File: src/design/svm_pwm_pkg.sv
/*
 * Shared constants and types for the space-vector PWM configuration and
 * run-control block: register offsets, field positions, timing figures.
 * Assumes a single 40 MHz system clock and an 8-bit host parallel port.
 */
package svm_pwm_pkg;

    localparam int CLK_HZ = 40_000_000;
    localparam int CLK_PERIOD_NS = 25;
    localparam int GUARD_STEP_NS = 30;
    localparam int REMEASURE_STEP_S = 1;
    localparam int ONE_SEC_CYCLES = REMEASURE_STEP_S * CLK_HZ;

    localparam int ADDR_W = 7;
    localparam int DATA_W = 8;
    localparam int PERIOD_W = 12;
    localparam int DEAD_W = 8;
    localparam int SCALE_W = 16;
    localparam int IFB_SCALE_W = 15;
    localparam int IFB_FRAC = 10;
    localparam int VOFS_W = 12;
    localparam int REF_W = 12;
    localparam int MOD_SHIFT = 14;

    localparam logic [ADDR_W-1:0] OFS_POLARITY = 7'h0c;
    localparam logic [ADDR_W-1:0] OFS_PERIOD_LO = 7'h0d;
    localparam logic [ADDR_W-1:0] OFS_MODE_PERIOD_HI = 7'h0e;
    localparam logic [ADDR_W-1:0] OFS_DEAD_TIME = 7'h0f;
    localparam logic [ADDR_W-1:0] OFS_IFB_SCALE_LO = 7'h15;
    localparam logic [ADDR_W-1:0] OFS_IFB_SCALE_HI = 7'h16;
    localparam logic [ADDR_W-1:0] OFS_MOTOR_CMD = 7'h17;
    localparam logic [ADDR_W-1:0] OFS_MOD_SCALE_LO = 7'h44;
    localparam logic [ADDR_W-1:0] OFS_MOD_SCALE_HI = 7'h45;
    localparam logic [ADDR_W-1:0] OFS_GUARD_BAND = 7'h51;
    localparam logic [ADDR_W-1:0] OFS_REMEASURE = 7'h7d;

    // Output polarity and control byte
    localparam int BIT_SHUTDOWN = 1;
    localparam int BIT_BRAKE_POL = 2;
    localparam int BIT_SYNC_POL = 3;
    localparam int BIT_UPPER_POL = 4;
    localparam int BIT_LOWER_POL = 5;
    localparam int BIT_KILL_POL = 7;
    // Mode byte
    localparam int BIT_ALIGN = 4;
    localparam int BIT_VARIANT = 6;
    localparam int BIT_MOD_SEL = 7;
    localparam int PERIOD_HI_W = 4;
    // Command byte
    localparam int BIT_DIRECTION = 0;
    localparam int BIT_RUN = 1;
    localparam int BIT_COAST = 2;

    typedef struct packed {
        logic kill_input_polarity;
        logic lower_gate_polarity;
        logic upper_gate_polarity;
        logic sync_out_polarity;
        logic brake_polarity;
        logic gate_driver_shutdown;
    } polarity_cfg_t;

    typedef struct packed {
        logic modulation_select;
        logic two_phase_variant;
        logic alignment_select;
        logic [PERIOD_W-1:0] carrier_period;
    } mode_cfg_t;

    typedef struct packed {
        logic coast_stop_request;
        logic run_request;
        logic direction;
    } motor_cmd_t;

endpackage : svm_pwm_pkg

File: src/design/gate_dead_time_cell.sv
/*
 * One inverter leg: turns a phase demand into complementary upper and
 * lower gate drives with a programmable dead gap and selectable polarity.
 * Assumes inputs come from logic on the same clock.
 */
`timescale 1ns/1ps
`default_nettype none

module gate_dead_time_cell
    import svm_pwm_pkg::*;
(
    input wire logic mclk,
    input wire logic rst,
    input wire logic enable,
    input wire logic demand,
    input wire logic [DEAD_W-1:0] dead_time_count,
    input wire logic upper_pol,
    input wire logic lower_pol,
    output logic gate_upper_q,
    output logic gate_lower_q
);

    logic side_q;
    logic [DEAD_W-1:0] gap_q;
    logic changed;
    logic on_upper;
    logic on_lower;

    assign changed = demand != side_q;
    // Both switches stay off while the gap counts down
    assign on_upper = enable && !changed && gap_q == '0 && side_q;
    assign on_lower = enable && !changed && gap_q == '0 && !side_q;

    always_ff @(posedge mclk or posedge rst)
    begin
        if (rst)
        begin
            side_q <= 1'b0;
            gap_q <= '0;
        end
        else if (changed)
        begin
            side_q <= demand;
            gap_q <= (dead_time_count == '0) ? '0 : dead_time_count - 1'b1;
        end
        else if (gap_q != '0)
        begin
            gap_q <= gap_q - 1'b1;
        end
    end

    // Reset shows the inactive level of the default active-low sense
    always_ff @(posedge mclk or posedge rst)
    begin
        if (rst)
        begin
            gate_upper_q <= 1'b1;
            gate_lower_q <= 1'b1;
        end
        else
        begin
            gate_upper_q <= upper_pol ? on_upper : !on_upper;
            gate_lower_q <= lower_pol ? on_lower : !on_lower;
        end
    end

endmodule : gate_dead_time_cell

`default_nettype wire

File: src/design/svm_pwm_ctrl.sv
/*
 * Write-register configuration and run control of a three-phase
 * space-vector PWM generator: host parallel port, carrier, modulation
 * modes, guard band, dead time, polarities, fault, current scaling.
 * Assumes duty references and current samples come from the same clock;
 * host port pins and the kill pin are asynchronous and are synchronised.
 */
`timescale 1ns/1ps
`default_nettype none

// Function
// - shutdown output follows shutdown control bit
// - brake output polarity set by bit
// - sync pulse polarity set by bit
// - upper gate polarity set by bit
// - lower gate polarity set by bit
// - kill input sense set by bit
// - carrier period is two times (value+1)
// - alignment bit picks asymmetric or symmetric
// - modulation bit picks three or two phase
// - variant picks two-phase type, two-phase only
// - dead gap equals programmed clock count, one clock when count is zero
// - keep edges out of sampling guard band
// - guard band only in three-phase mode
// - scale rotating currents by signed Q10 factor
// - leg shunt: wait delay before offset remeasure
// - add V offset when compensation bit low
// - direction bit picks reverse or forward
// - run bit starts or stops motor
// - coast stop bit stops motor immediately
// - all registers in one 128-byte space
// - fault disables gate outputs and raises fault
module svm_pwm_ctrl
    import svm_pwm_pkg::*;
#(
    parameter int SEC_CYCLES = ONE_SEC_CYCLES,
    parameter int PHASES = 3
)
(
    input wire logic mclk,
    input wire logic rst,
    input wire logic [DATA_W-1:0] hp_data,
    input wire logic hp_a,
    input wire logic hp_wr_n,
    input wire logic gate_kill_in,
    input wire logic [PHASES*REF_W-1:0] duty_ref,
    input wire logic brake_request,
    input wire logic leg_shunt_select,
    input wire logic offset_comp_control,
    input wire logic signed [VOFS_W-1:0] v_phase_offset,
    input wire logic signed [VOFS_W-1:0] iv_meas,
    input wire logic signed [SCALE_W-1:0] id_meas,
    input wire logic signed [SCALE_W-1:0] iq_meas,
    output logic [PHASES-1:0] gate_upper,
    output logic [PHASES-1:0] gate_lower,
    output logic gate_driver_shutdown_q,
    output logic brake_out_q,
    output logic pwm_sync_q,
    output logic fault_q,
    output logic run_active_q,
    output logic direction_q,
    output logic offset_measure_start_q,
    output logic signed [VOFS_W:0] iv_corrected_q,
    output logic signed [SCALE_W-1:0] id_scaled_q,
    output logic signed [SCALE_W-1:0] iq_scaled_q
);

    localparam int CMP_W = PERIOD_W + 1;
    localparam int PROD_W = REF_W + SCALE_W;
    localparam int IPROD_W = SCALE_W + IFB_SCALE_W;
    localparam int SEC_W = $clog2(SEC_CYCLES + 1);

    // Host port pins pass two flip-flops before use
    logic [DATA_W-1:0] data_s1_q, data_s2_q;
    logic a_s1_q, a_s2_q, wr_s1_q, wr_s2_q, wr_s3_q;
    logic kill_s1_q, kill_s2_q;

    always_ff @(posedge mclk or posedge rst)
    begin
        if (rst)
        begin
            data_s1_q <= '0;
            data_s2_q <= '0;
            a_s1_q <= 1'b0;
            a_s2_q <= 1'b0;
            wr_s1_q <= 1'b1;
            wr_s2_q <= 1'b1;
            wr_s3_q <= 1'b1;
            // Rest at the pin's idle level, else reset latches a false kill
            kill_s1_q <= 1'b1;
            kill_s2_q <= 1'b1;
        end
        else
        begin
            data_s1_q <= hp_data;
            data_s2_q <= data_s1_q;
            a_s1_q <= hp_a;
            a_s2_q <= a_s1_q;
            wr_s1_q <= hp_wr_n;
            wr_s2_q <= wr_s1_q;
            wr_s3_q <= wr_s2_q;
            kill_s1_q <= gate_kill_in;
            kill_s2_q <= kill_s1_q;
        end
    end

    // A byte is taken at the trailing edge of the write strobe
    logic wr_done, addr_wr, data_wr;
    logic [ADDR_W-1:0] addr_q;
    assign wr_done = wr_s2_q && !wr_s3_q;
    assign addr_wr = wr_done && a_s2_q;
    assign data_wr = wr_done && !a_s2_q;

    always_ff @(posedge mclk or posedge rst)
    begin
        if (rst)
            addr_q <= '0;
        else if (addr_wr)
            addr_q <= data_s2_q[ADDR_W-1:0];
        else if (data_wr)
            addr_q <= addr_q + 1'b1;
    end

    logic wr_pol, wr_plo, wr_mode, wr_dead, wr_islo, wr_ishi;
    logic wr_cmd, wr_mslo, wr_mshi, wr_guard, wr_remeas;
    assign wr_pol = data_wr && addr_q == OFS_POLARITY;
    assign wr_plo = data_wr && addr_q == OFS_PERIOD_LO;
    assign wr_mode = data_wr && addr_q == OFS_MODE_PERIOD_HI;
    assign wr_dead = data_wr && addr_q == OFS_DEAD_TIME;
    assign wr_islo = data_wr && addr_q == OFS_IFB_SCALE_LO;
    assign wr_ishi = data_wr && addr_q == OFS_IFB_SCALE_HI;
    assign wr_cmd = data_wr && addr_q == OFS_MOTOR_CMD;
    assign wr_mslo = data_wr && addr_q == OFS_MOD_SCALE_LO;
    assign wr_mshi = data_wr && addr_q == OFS_MOD_SCALE_HI;
    assign wr_guard = data_wr && addr_q == OFS_GUARD_BAND;
    assign wr_remeas = data_wr && addr_q == OFS_REMEASURE;

    polarity_cfg_t pol_q;
    mode_cfg_t mode_q;
    motor_cmd_t cmd_q;
    logic [DEAD_W-1:0] dead_q;
    logic [DATA_W-1:0] guard_q, remeas_q;
    logic [SCALE_W-1:0] mod_scale_q;
    logic [IFB_SCALE_W-1:0] ifb_scale_q;
    logic [DATA_W-1:0] d;
    assign d = data_s2_q;

    // Only documented fields are stored; spare bits fall away
    always_ff @(posedge mclk or posedge rst)
    begin
        if (rst)
        begin
            pol_q <= '0;
            mode_q <= '0;
            cmd_q <= '0;
            dead_q <= '0;
            guard_q <= '0;
            remeas_q <= '0;
            mod_scale_q <= '0;
            ifb_scale_q <= '0;
        end
        else
        begin
            if (wr_pol)
                pol_q <= {d[BIT_KILL_POL], d[BIT_LOWER_POL], d[BIT_UPPER_POL],
                    d[BIT_SYNC_POL], d[BIT_BRAKE_POL], d[BIT_SHUTDOWN]};
            if (wr_plo)
                mode_q.carrier_period[DATA_W-1:0] <= d;
            if (wr_mode)
            begin
                mode_q.carrier_period[PERIOD_W-1:DATA_W] <= d[PERIOD_HI_W-1:0];
                mode_q.alignment_select <= d[BIT_ALIGN];
                mode_q.two_phase_variant <= d[BIT_VARIANT];
                mode_q.modulation_select <= d[BIT_MOD_SEL];
            end
            if (wr_cmd)
                cmd_q <= {d[BIT_COAST], d[BIT_RUN], d[BIT_DIRECTION]};
            if (wr_dead)
                dead_q <= d;
            if (wr_guard)
                guard_q <= d;
            if (wr_remeas)
                remeas_q <= d;
            if (wr_mslo)
                mod_scale_q[DATA_W-1:0] <= d;
            if (wr_mshi)
                mod_scale_q[SCALE_W-1:DATA_W] <= d;
            if (wr_islo)
                ifb_scale_q[DATA_W-1:0] <= d;
            if (wr_ishi)
                ifb_scale_q[IFB_SCALE_W-1:DATA_W] <= d[IFB_SCALE_W-DATA_W-1:0];
        end
    end

    // Up-down carrier: 0..P then P..0, so 2*(P+1) clocks a period
    logic [PERIOD_W-1:0] cnt_q;
    logic down_q;
    logic at_top, at_bottom, at_update;
    assign at_top = !down_q && cnt_q == mode_q.carrier_period;
    assign at_bottom = down_q && cnt_q == '0;
    // Symmetric reloads once a period, asymmetric at both ends
    assign at_update = at_bottom || (at_top && !mode_q.alignment_select);

    always_ff @(posedge mclk or posedge rst)
    begin
        if (rst)
        begin
            cnt_q <= '0;
            down_q <= 1'b0;
        end
        else if (at_top)
            down_q <= 1'b1;
        else if (at_bottom)
            down_q <= 1'b0;
        else if (down_q)
            cnt_q <= cnt_q - 1'b1;
        else
            cnt_q <= cnt_q + 1'b1;
    end

    // Guard band in clock cycles, rounded up
    logic [CMP_W-1:0] guard_cycles;
    assign guard_cycles = CMP_W'((32'(guard_q) * GUARD_STEP_NS + CLK_PERIOD_NS - 1)
        / CLK_PERIOD_NS);

    logic [CMP_W-1:0] raw_cmp [PHASES];
    logic [CMP_W-1:0] min_cmp, max_cmp, shift_up;
    logic [CMP_W-1:0] cmp_d [PHASES];
    logic [CMP_W-1:0] cmp_q [PHASES];

    genvar p;
    generate
        for (p = 0; p < PHASES; p++)
        begin : g_scale
            logic [PROD_W-1:0] prod;
            logic [PROD_W-1:0] lim;
            assign prod = duty_ref[p*REF_W +: REF_W] * mod_scale_q;
            assign lim = prod >> MOD_SHIFT;
            assign raw_cmp[p] = (lim > PROD_W'(mode_q.carrier_period))
                ? CMP_W'(mode_q.carrier_period) + 1'b1 : lim[CMP_W-1:0];
        end
    endgenerate

    always_comb
    begin
        min_cmp = raw_cmp[0];
        max_cmp = raw_cmp[0];
        for (int i = 1; i < PHASES; i++)
        begin
            if (raw_cmp[i] < min_cmp)
                min_cmp = raw_cmp[i];
            if (raw_cmp[i] > max_cmp)
                max_cmp = raw_cmp[i];
        end
    end
    assign shift_up = CMP_W'(mode_q.carrier_period) + 1'b1 - max_cmp;

    generate
        for (p = 0; p < PHASES; p++)
        begin : g_mode
            logic [CMP_W-1:0] clamped;
            assign clamped = (raw_cmp[p] != '0 && raw_cmp[p] < guard_cycles)
                ? guard_cycles : raw_cmp[p];
            // Two-phase: type 1 pins the lowest leg off, type 2 the highest on
            assign cmp_d[p] = !mode_q.modulation_select ? clamped
                : mode_q.two_phase_variant ? raw_cmp[p] + shift_up
                : raw_cmp[p] - min_cmp;
            always_ff @(posedge mclk or posedge rst)
            begin
                if (rst)
                    cmp_q[p] <= '0;
                else if (at_update)
                    cmp_q[p] <= cmp_d[p];
            end
        end
    endgenerate

    // Kill sense, fault latch and run state
    logic kill_active, fault_d, run_d;
    assign kill_active = !(kill_s2_q ^ pol_q.kill_input_polarity);
    // A kill in the clearing cycle keeps the fault set
    assign fault_d = kill_active || (fault_q && !(wr_cmd && !d[BIT_RUN]));
    assign run_d = cmd_q.run_request && !cmd_q.coast_stop_request && !fault_d;

    always_ff @(posedge mclk or posedge rst)
    begin
        if (rst)
        begin
            fault_q <= 1'b0;
            run_active_q <= 1'b0;
            direction_q <= 1'b0;
        end
        else
        begin
            fault_q <= fault_d;
            run_active_q <= run_d;
            direction_q <= cmd_q.direction;
        end
    end

    // Reverse rotation swaps the second and third legs
    logic [PHASES-1:0] demand;
    generate
        for (p = 0; p < PHASES; p++)
        begin : g_leg
            localparam int SRC = (p == 0) ? 0 : PHASES - p;
            logic [CMP_W-1:0] sel_cmp;
            assign sel_cmp = cmd_q.direction ? cmp_q[p] : cmp_q[SRC];
            assign demand[p] = CMP_W'(cnt_q) < sel_cmp;
            gate_dead_time_cell u_cell (
                .mclk(mclk),
                .rst(rst),
                .enable(run_active_q && !fault_q),
                .demand(demand[p]),
                .dead_time_count(dead_q),
                .upper_pol(pol_q.upper_gate_polarity),
                .lower_pol(pol_q.lower_gate_polarity),
                .gate_upper_q(gate_upper[p]),
                .gate_lower_q(gate_lower[p])
            );
        end
    endgenerate

    // Sync pulse at the sampling instant, brake and shutdown lines
    always_ff @(posedge mclk or posedge rst)
    begin
        if (rst)
        begin
            pwm_sync_q <= 1'b1;
            brake_out_q <= 1'b1;
            gate_driver_shutdown_q <= 1'b0;
        end
        else
        begin
            pwm_sync_q <= pol_q.sync_out_polarity ? at_bottom : !at_bottom;
            brake_out_q <= pol_q.brake_polarity ? brake_request : !brake_request;
            gate_driver_shutdown_q <= pol_q.gate_driver_shutdown;
        end
    end

    // Offset remeasure delay after a stop, counted in whole seconds
    logic [SEC_W-1:0] sec_q;
    logic [DATA_W-1:0] secs_left_q;
    logic waiting_q, run_was_q, stop_seen, sec_tick;
    assign stop_seen = run_was_q && !cmd_q.run_request;
    assign sec_tick = sec_q == SEC_W'(SEC_CYCLES - 1);

    always_ff @(posedge mclk or posedge rst)
    begin
        if (rst)
        begin
            run_was_q <= 1'b0;
            waiting_q <= 1'b0;
            sec_q <= '0;
            secs_left_q <= '0;
            offset_measure_start_q <= 1'b0;
        end
        else
        begin
            run_was_q <= cmd_q.run_request;
            offset_measure_start_q <= 1'b0;
            if (stop_seen && leg_shunt_select)
            begin
                waiting_q <= 1'b1;
                sec_q <= '0;
                secs_left_q <= remeas_q;
            end
            else if (waiting_q)
            begin
                sec_q <= sec_tick ? '0 : sec_q + 1'b1;
                if (secs_left_q == '0)
                begin
                    waiting_q <= 1'b0;
                    offset_measure_start_q <= 1'b1;
                end
                else if (sec_tick)
                    secs_left_q <= secs_left_q - 1'b1;
            end
        end
    end

    // Current feedback: V offset and rotating-frame scaling
    logic signed [IPROD_W-1:0] id_prod, iq_prod;
    assign id_prod = id_meas * $signed(ifb_scale_q);
    assign iq_prod = iq_meas * $signed(ifb_scale_q);

    always_ff @(posedge mclk or posedge rst)
    begin
        if (rst)
        begin
            iv_corrected_q <= '0;
            id_scaled_q <= '0;
            iq_scaled_q <= '0;
        end
        else
        begin
            iv_corrected_q <= offset_comp_control ? (VOFS_W+1)'(iv_meas)
                : (VOFS_W+1)'(iv_meas) + (VOFS_W+1)'(v_phase_offset);
            id_scaled_q <= id_prod[IFB_FRAC +: SCALE_W];
            iq_scaled_q <= iq_prod[IFB_FRAC +: SCALE_W];
        end
    end

endmodule : svm_pwm_ctrl

`default_nettype wire

File: config.mk
export PLATFORM = sky130hd
export DESIGN_NAME = svm_pwm_ctrl
export DESIGN_NICKNAME = d
export VERILOG_FILES = /design/src/design/svm_pwm_pkg.sv /design/src/design/gate_dead_time_cell.sv /design/src/design/svm_pwm_ctrl.sv
export SDC_FILE = /design/constraint.sdc
export NUM_CORES = 2
export LEC_CHECK = 0
export BUFFER_PORTS_ARGS = -buffer_cell sky130_fd_sc_hd__clkbuf_2
export CORE_MARGIN = 2
export CORE_UTILIZATION = 40
export CTS_BUF_LIST = sky130_fd_sc_hd__clkbuf_2 sky130_fd_sc_hd__clkbuf_4 sky130_fd_sc_hd__clkbuf_8
export DETAILED_ROUTE_END_ITERATION = 10
export HOLD_SLACK_MARGIN = 0.03
export SLEW_MARGIN = 30
export SYNTH_ARGS = -nofsm -noshare
export SYNTH_HDL_FRONTEND = slang
export SYNTH_SLANG_ARGS = --single-unit
File: constraint.sdc
create_clock -name mclk -period 27.9 [get_ports mclk]
set_clock_uncertainty 0.05 [all_clocks]
set_input_delay 4.185 -clock mclk [delete_from_list [all_inputs] [get_ports mclk]]
set_output_delay 4.185 -clock mclk [all_outputs]
set_load 0.005 [all_outputs]
==> run metrics <==
status=complete, no violations; DRT Wirelength=146 mm; critical path start-end classification=input port to register; clock tree root buffer cell=clkbuf_8; starting DRC count in detailed routing=around 2800; hold_buf cts=0; Die H=371 um; utilization after layout=0.432; max_cap viols=0; All-Layer GR Usage=0.217; core area=0.134 mm2; Peak Freq=between 40 and 50 MHz; R2R Path Start=mod_scale_q[3]$_DFFE_PP0P_; worst-path cell with the longest stage delay=fa_1; clock insertion delay at the later pin of the skew report=~710 ps; clock tree buffer depth=3; syn avg cell area=just under 9 um2; slew of the pin with the lowest slew margin=about 1000 ps; Sequential cell area=roughly 0.0071 mm2; initial standard-cell utilization of the core=0.404; number of buffers and inverters on the critical path=10; H-tree depth=2; routed via count=roughly 42000; Tmin final=between 20000 and 25000 ps; detailed-route vias per instance=5.30; worst-path fanout max=22; number of antenna violations at the first check in global routing=14; post-synth cell types=between 100 and 150; final non-filler cell total=around 7900; met1 usage=0.301; Routed Antenna Nets=0; count of final hold-check violations=0; proportion of synthesized flip-flops having asynchronous set or reset=1.00; number of enable-type register cells in the synthesized netlist=0; global-route wire length before repair=238 mm; sum of net half-perimeters after detailed placement=between 100 and 150 mm; width of the chip=around 370 um; cell with the most instances on the worst path=o21ai_0; Slew Limit Headroom=0.304; multi-input gate area in the final layout=between 0.04 and 0.05 mm2; Post-Syn Nets=about 7500; Worst R2R End=cmp_q[12]$_DFFE_PP0P_; RSZ-0062 raised after global routing=no; Port Buf Inserts=about 170; met3 GRT Util=0.0228; clock sink count=282; PostCTS Resize Cnt=0; Yosys Warn Count=0; Synth Instances=~6000; mapped cell area=approximately 0.054 mm2; Placement Rows=134; worst path required time=about 28000 ps; number of global-route vias before repair=43158; depth of the most critical reg-to-reg path=between 80 and 90; number of pins with negative max-slew slack in the final report=0; Final Cycle Share=0.732; delay of the slowest cell on the worst path=about 550 ps; Most Used Layer, Global Route=met2; per-cell routed wire length=18.5 um; HP Class=register to register; element type at the critical path end=register; TritonCTS Buffers=53; routing usage on met2=0.354; setup-violating endpoint count in the final report=0; total placed cells including tap cells=7758; number of primary I/O pins=about 170; fill cell count=about 13000; startpoint of the most critical setup path=duty_ref[17]; area leader, netlist=fa_1; Startpoint Class=input port; register area share after synthesis=0.131; worst reg-to-reg setup slack=10250 ps; final global-route overflow total=0; TritonRoute pass-1 iters=5; data arrival at the endpoint of the critical path=approximately 21000 ps; placer congestion estimate=0.956; area of the die=about 0.14 mm2; DRC violation count after routing=0; cell types occupying the most area after synthesis=fa_1 (31%), ha_1 (13%), dfrtp_1 (12%); TritonCTS clock tree=done; area fraction of the dominant cell type after synthesis=0.307; end point of the critical path=cmp_q[12]$_DFFE_PP0P_; stages on the worst setup path=87; maximum number of pins on one net before global-route repair=165; Primary FF master, synth=dfrtp_1; total negative setup slack=0 ps; area delta synth->final=6.99%; share of post-route cells with drive strength above 1=0.0861; clock transition time at the flip-flop clock pins of the worst setup and hold paths=around 60 ps; family with the most delay on the worst path=compound AO/OA/AOI/OAI gates; total of flip-flops plus latches after synthesis=approximately 280; buffers inserted during post-CTS setup optimization=0; NumNets Final=7546
==> sequential cells by signal, indices dropped and copies added, names as in the netlist, 6 cells and up <==
| signal | cells |
|---|---|
| cnt_q | 12 |
| sec_q | 26 |
| cmp_q | 26 |
| data_s1_q | 8 |
| guard_q | 8 |
| dead_q | 8 |
| id_scaled_q | 16 |
| g_leg.sel_cmp | 13 |
| ifb_scale_q | 15 |
| pol_q | 6 |
| mode_q | 15 |
| d | 8 |
| addr_q | 7 |
| secs_left_q | 8 |
| iv_corrected_q | 13 |
| g_leg.u_cell.gap_q | 24 |
| iq_scaled_q | 16 |
| mod_scale_q | 16 |
| remeas_q | 8 |
==> metrics by stage <==
stage	hold slack [ps]	worst slack (ps)	area, um2
global placement	283	7120	56300
floorplan	281	8000	53900
CTS	297	7470	57600
global route	304	6130	57700
detailed placement	286	6760	56400
finish	296	7480	57700
==> synth_stat cells, types with 17 or more instances <==
library cell and count:
nand2b_1 59, nor2b_1 48, xor2_1 101, o211ai_1 19, xnor2_1 158, a211oi_1 17
mux2_2 101, o31ai_1 24, clkbuf_1 247, mux2i_1 85, nor4_1 26, dfrtp_1 269
ha_1 564, a21o_1 66, inv_1 964, nor3_1 101, fa_1 828, and3_1 35
or3_1 27, and2_1 315, nor2_1 225, nand3_1 80, o21a_1 50, o21ai_0 154
a22oi_1 17, a21oi_1 216, nand4_1 39, o21bai_1 41, nand2_1 891
==> logic make-up after synthesis <==
logic type,Yosys count,share of synthesized area
flops,282,0.131
buf+inv,1233,0.0869
simple gates,1924,0.170
mux,186,0.0369
xor+xnor,260,0.0424
compound gates,756,0.0937
fa+ha+maj,1394,0.439
==> worst min-delay path by stage <==
| stage | from | end | slack [ps] | cells after the start |
|---|---|---|---|---|
| global placement | data_s1_q[5]$_DFF_PP0_ | d[5]$_DFF_PP0_ | 280 | 0 |
| global route | data_s1_q[3]$_DFF_PP0_ | d[3]$_DFF_PP0_ | 300 | 0 |
| floorplan | a_s1_q$_DFF_PP0_ | a_s2_q$_DFF_PP0_ | 280 | 0 |
| detailed placement | data_s1_q[4]$_DFF_PP0_ | d[4]$_DFF_PP0_ | 290 | 0 |
| finish | data_s1_q[6]$_DFF_PP0_ | d[6]$_DFF_PP0_ | 300 | 0 |
| CTS | data_s1_q[6]$_DFF_PP0_ | d[6]$_DFF_PP0_ | 300 | 0 |
==> cell type report <==
cell class                 instances  area share
multi-input combinational       4520       0.732
sequential                       282       0.123
inverter                         970      0.0634
tap                             1768      0.0383
timing repair buffer             219      0.0223
clock buffer                      79      0.0169
clock inverter                    19     0.00416
antenna                           13    0.000564
==> placed cells by master (no fill, tap or decap), types with 35 or more instances in the layout <==
cell type    n
a21o_1      66
a21oi_1    215
and2_1     315
and3_1      35
buf_4       51
clkbuf_2   165
clkbuf_8    61
dfrtp_1    266
fa_1       828
ha_1       564
inv_1      963
mux2_2     101
mux2i_1     85
nand2_1    891
nand2b_1    59
nand3_1     80
nand4_1     39
nor2_1     224
nor2b_1     48
nor3_1     101
o21a_1      50
o21ai_0    152
o21bai_1    41
xnor2_1    157
xor2_1      98
==> per-layer routing <==
layer	vias up	routed length, um
li1	19304	-
met1	21144	65400
met2	1047	69000
met3	221	6710
met4	0	4430
met5	-	0
Power is left out: the tool's default activity adds up to more than one toggle a clock period on the data nets, which glitch-free logic cannot reach.
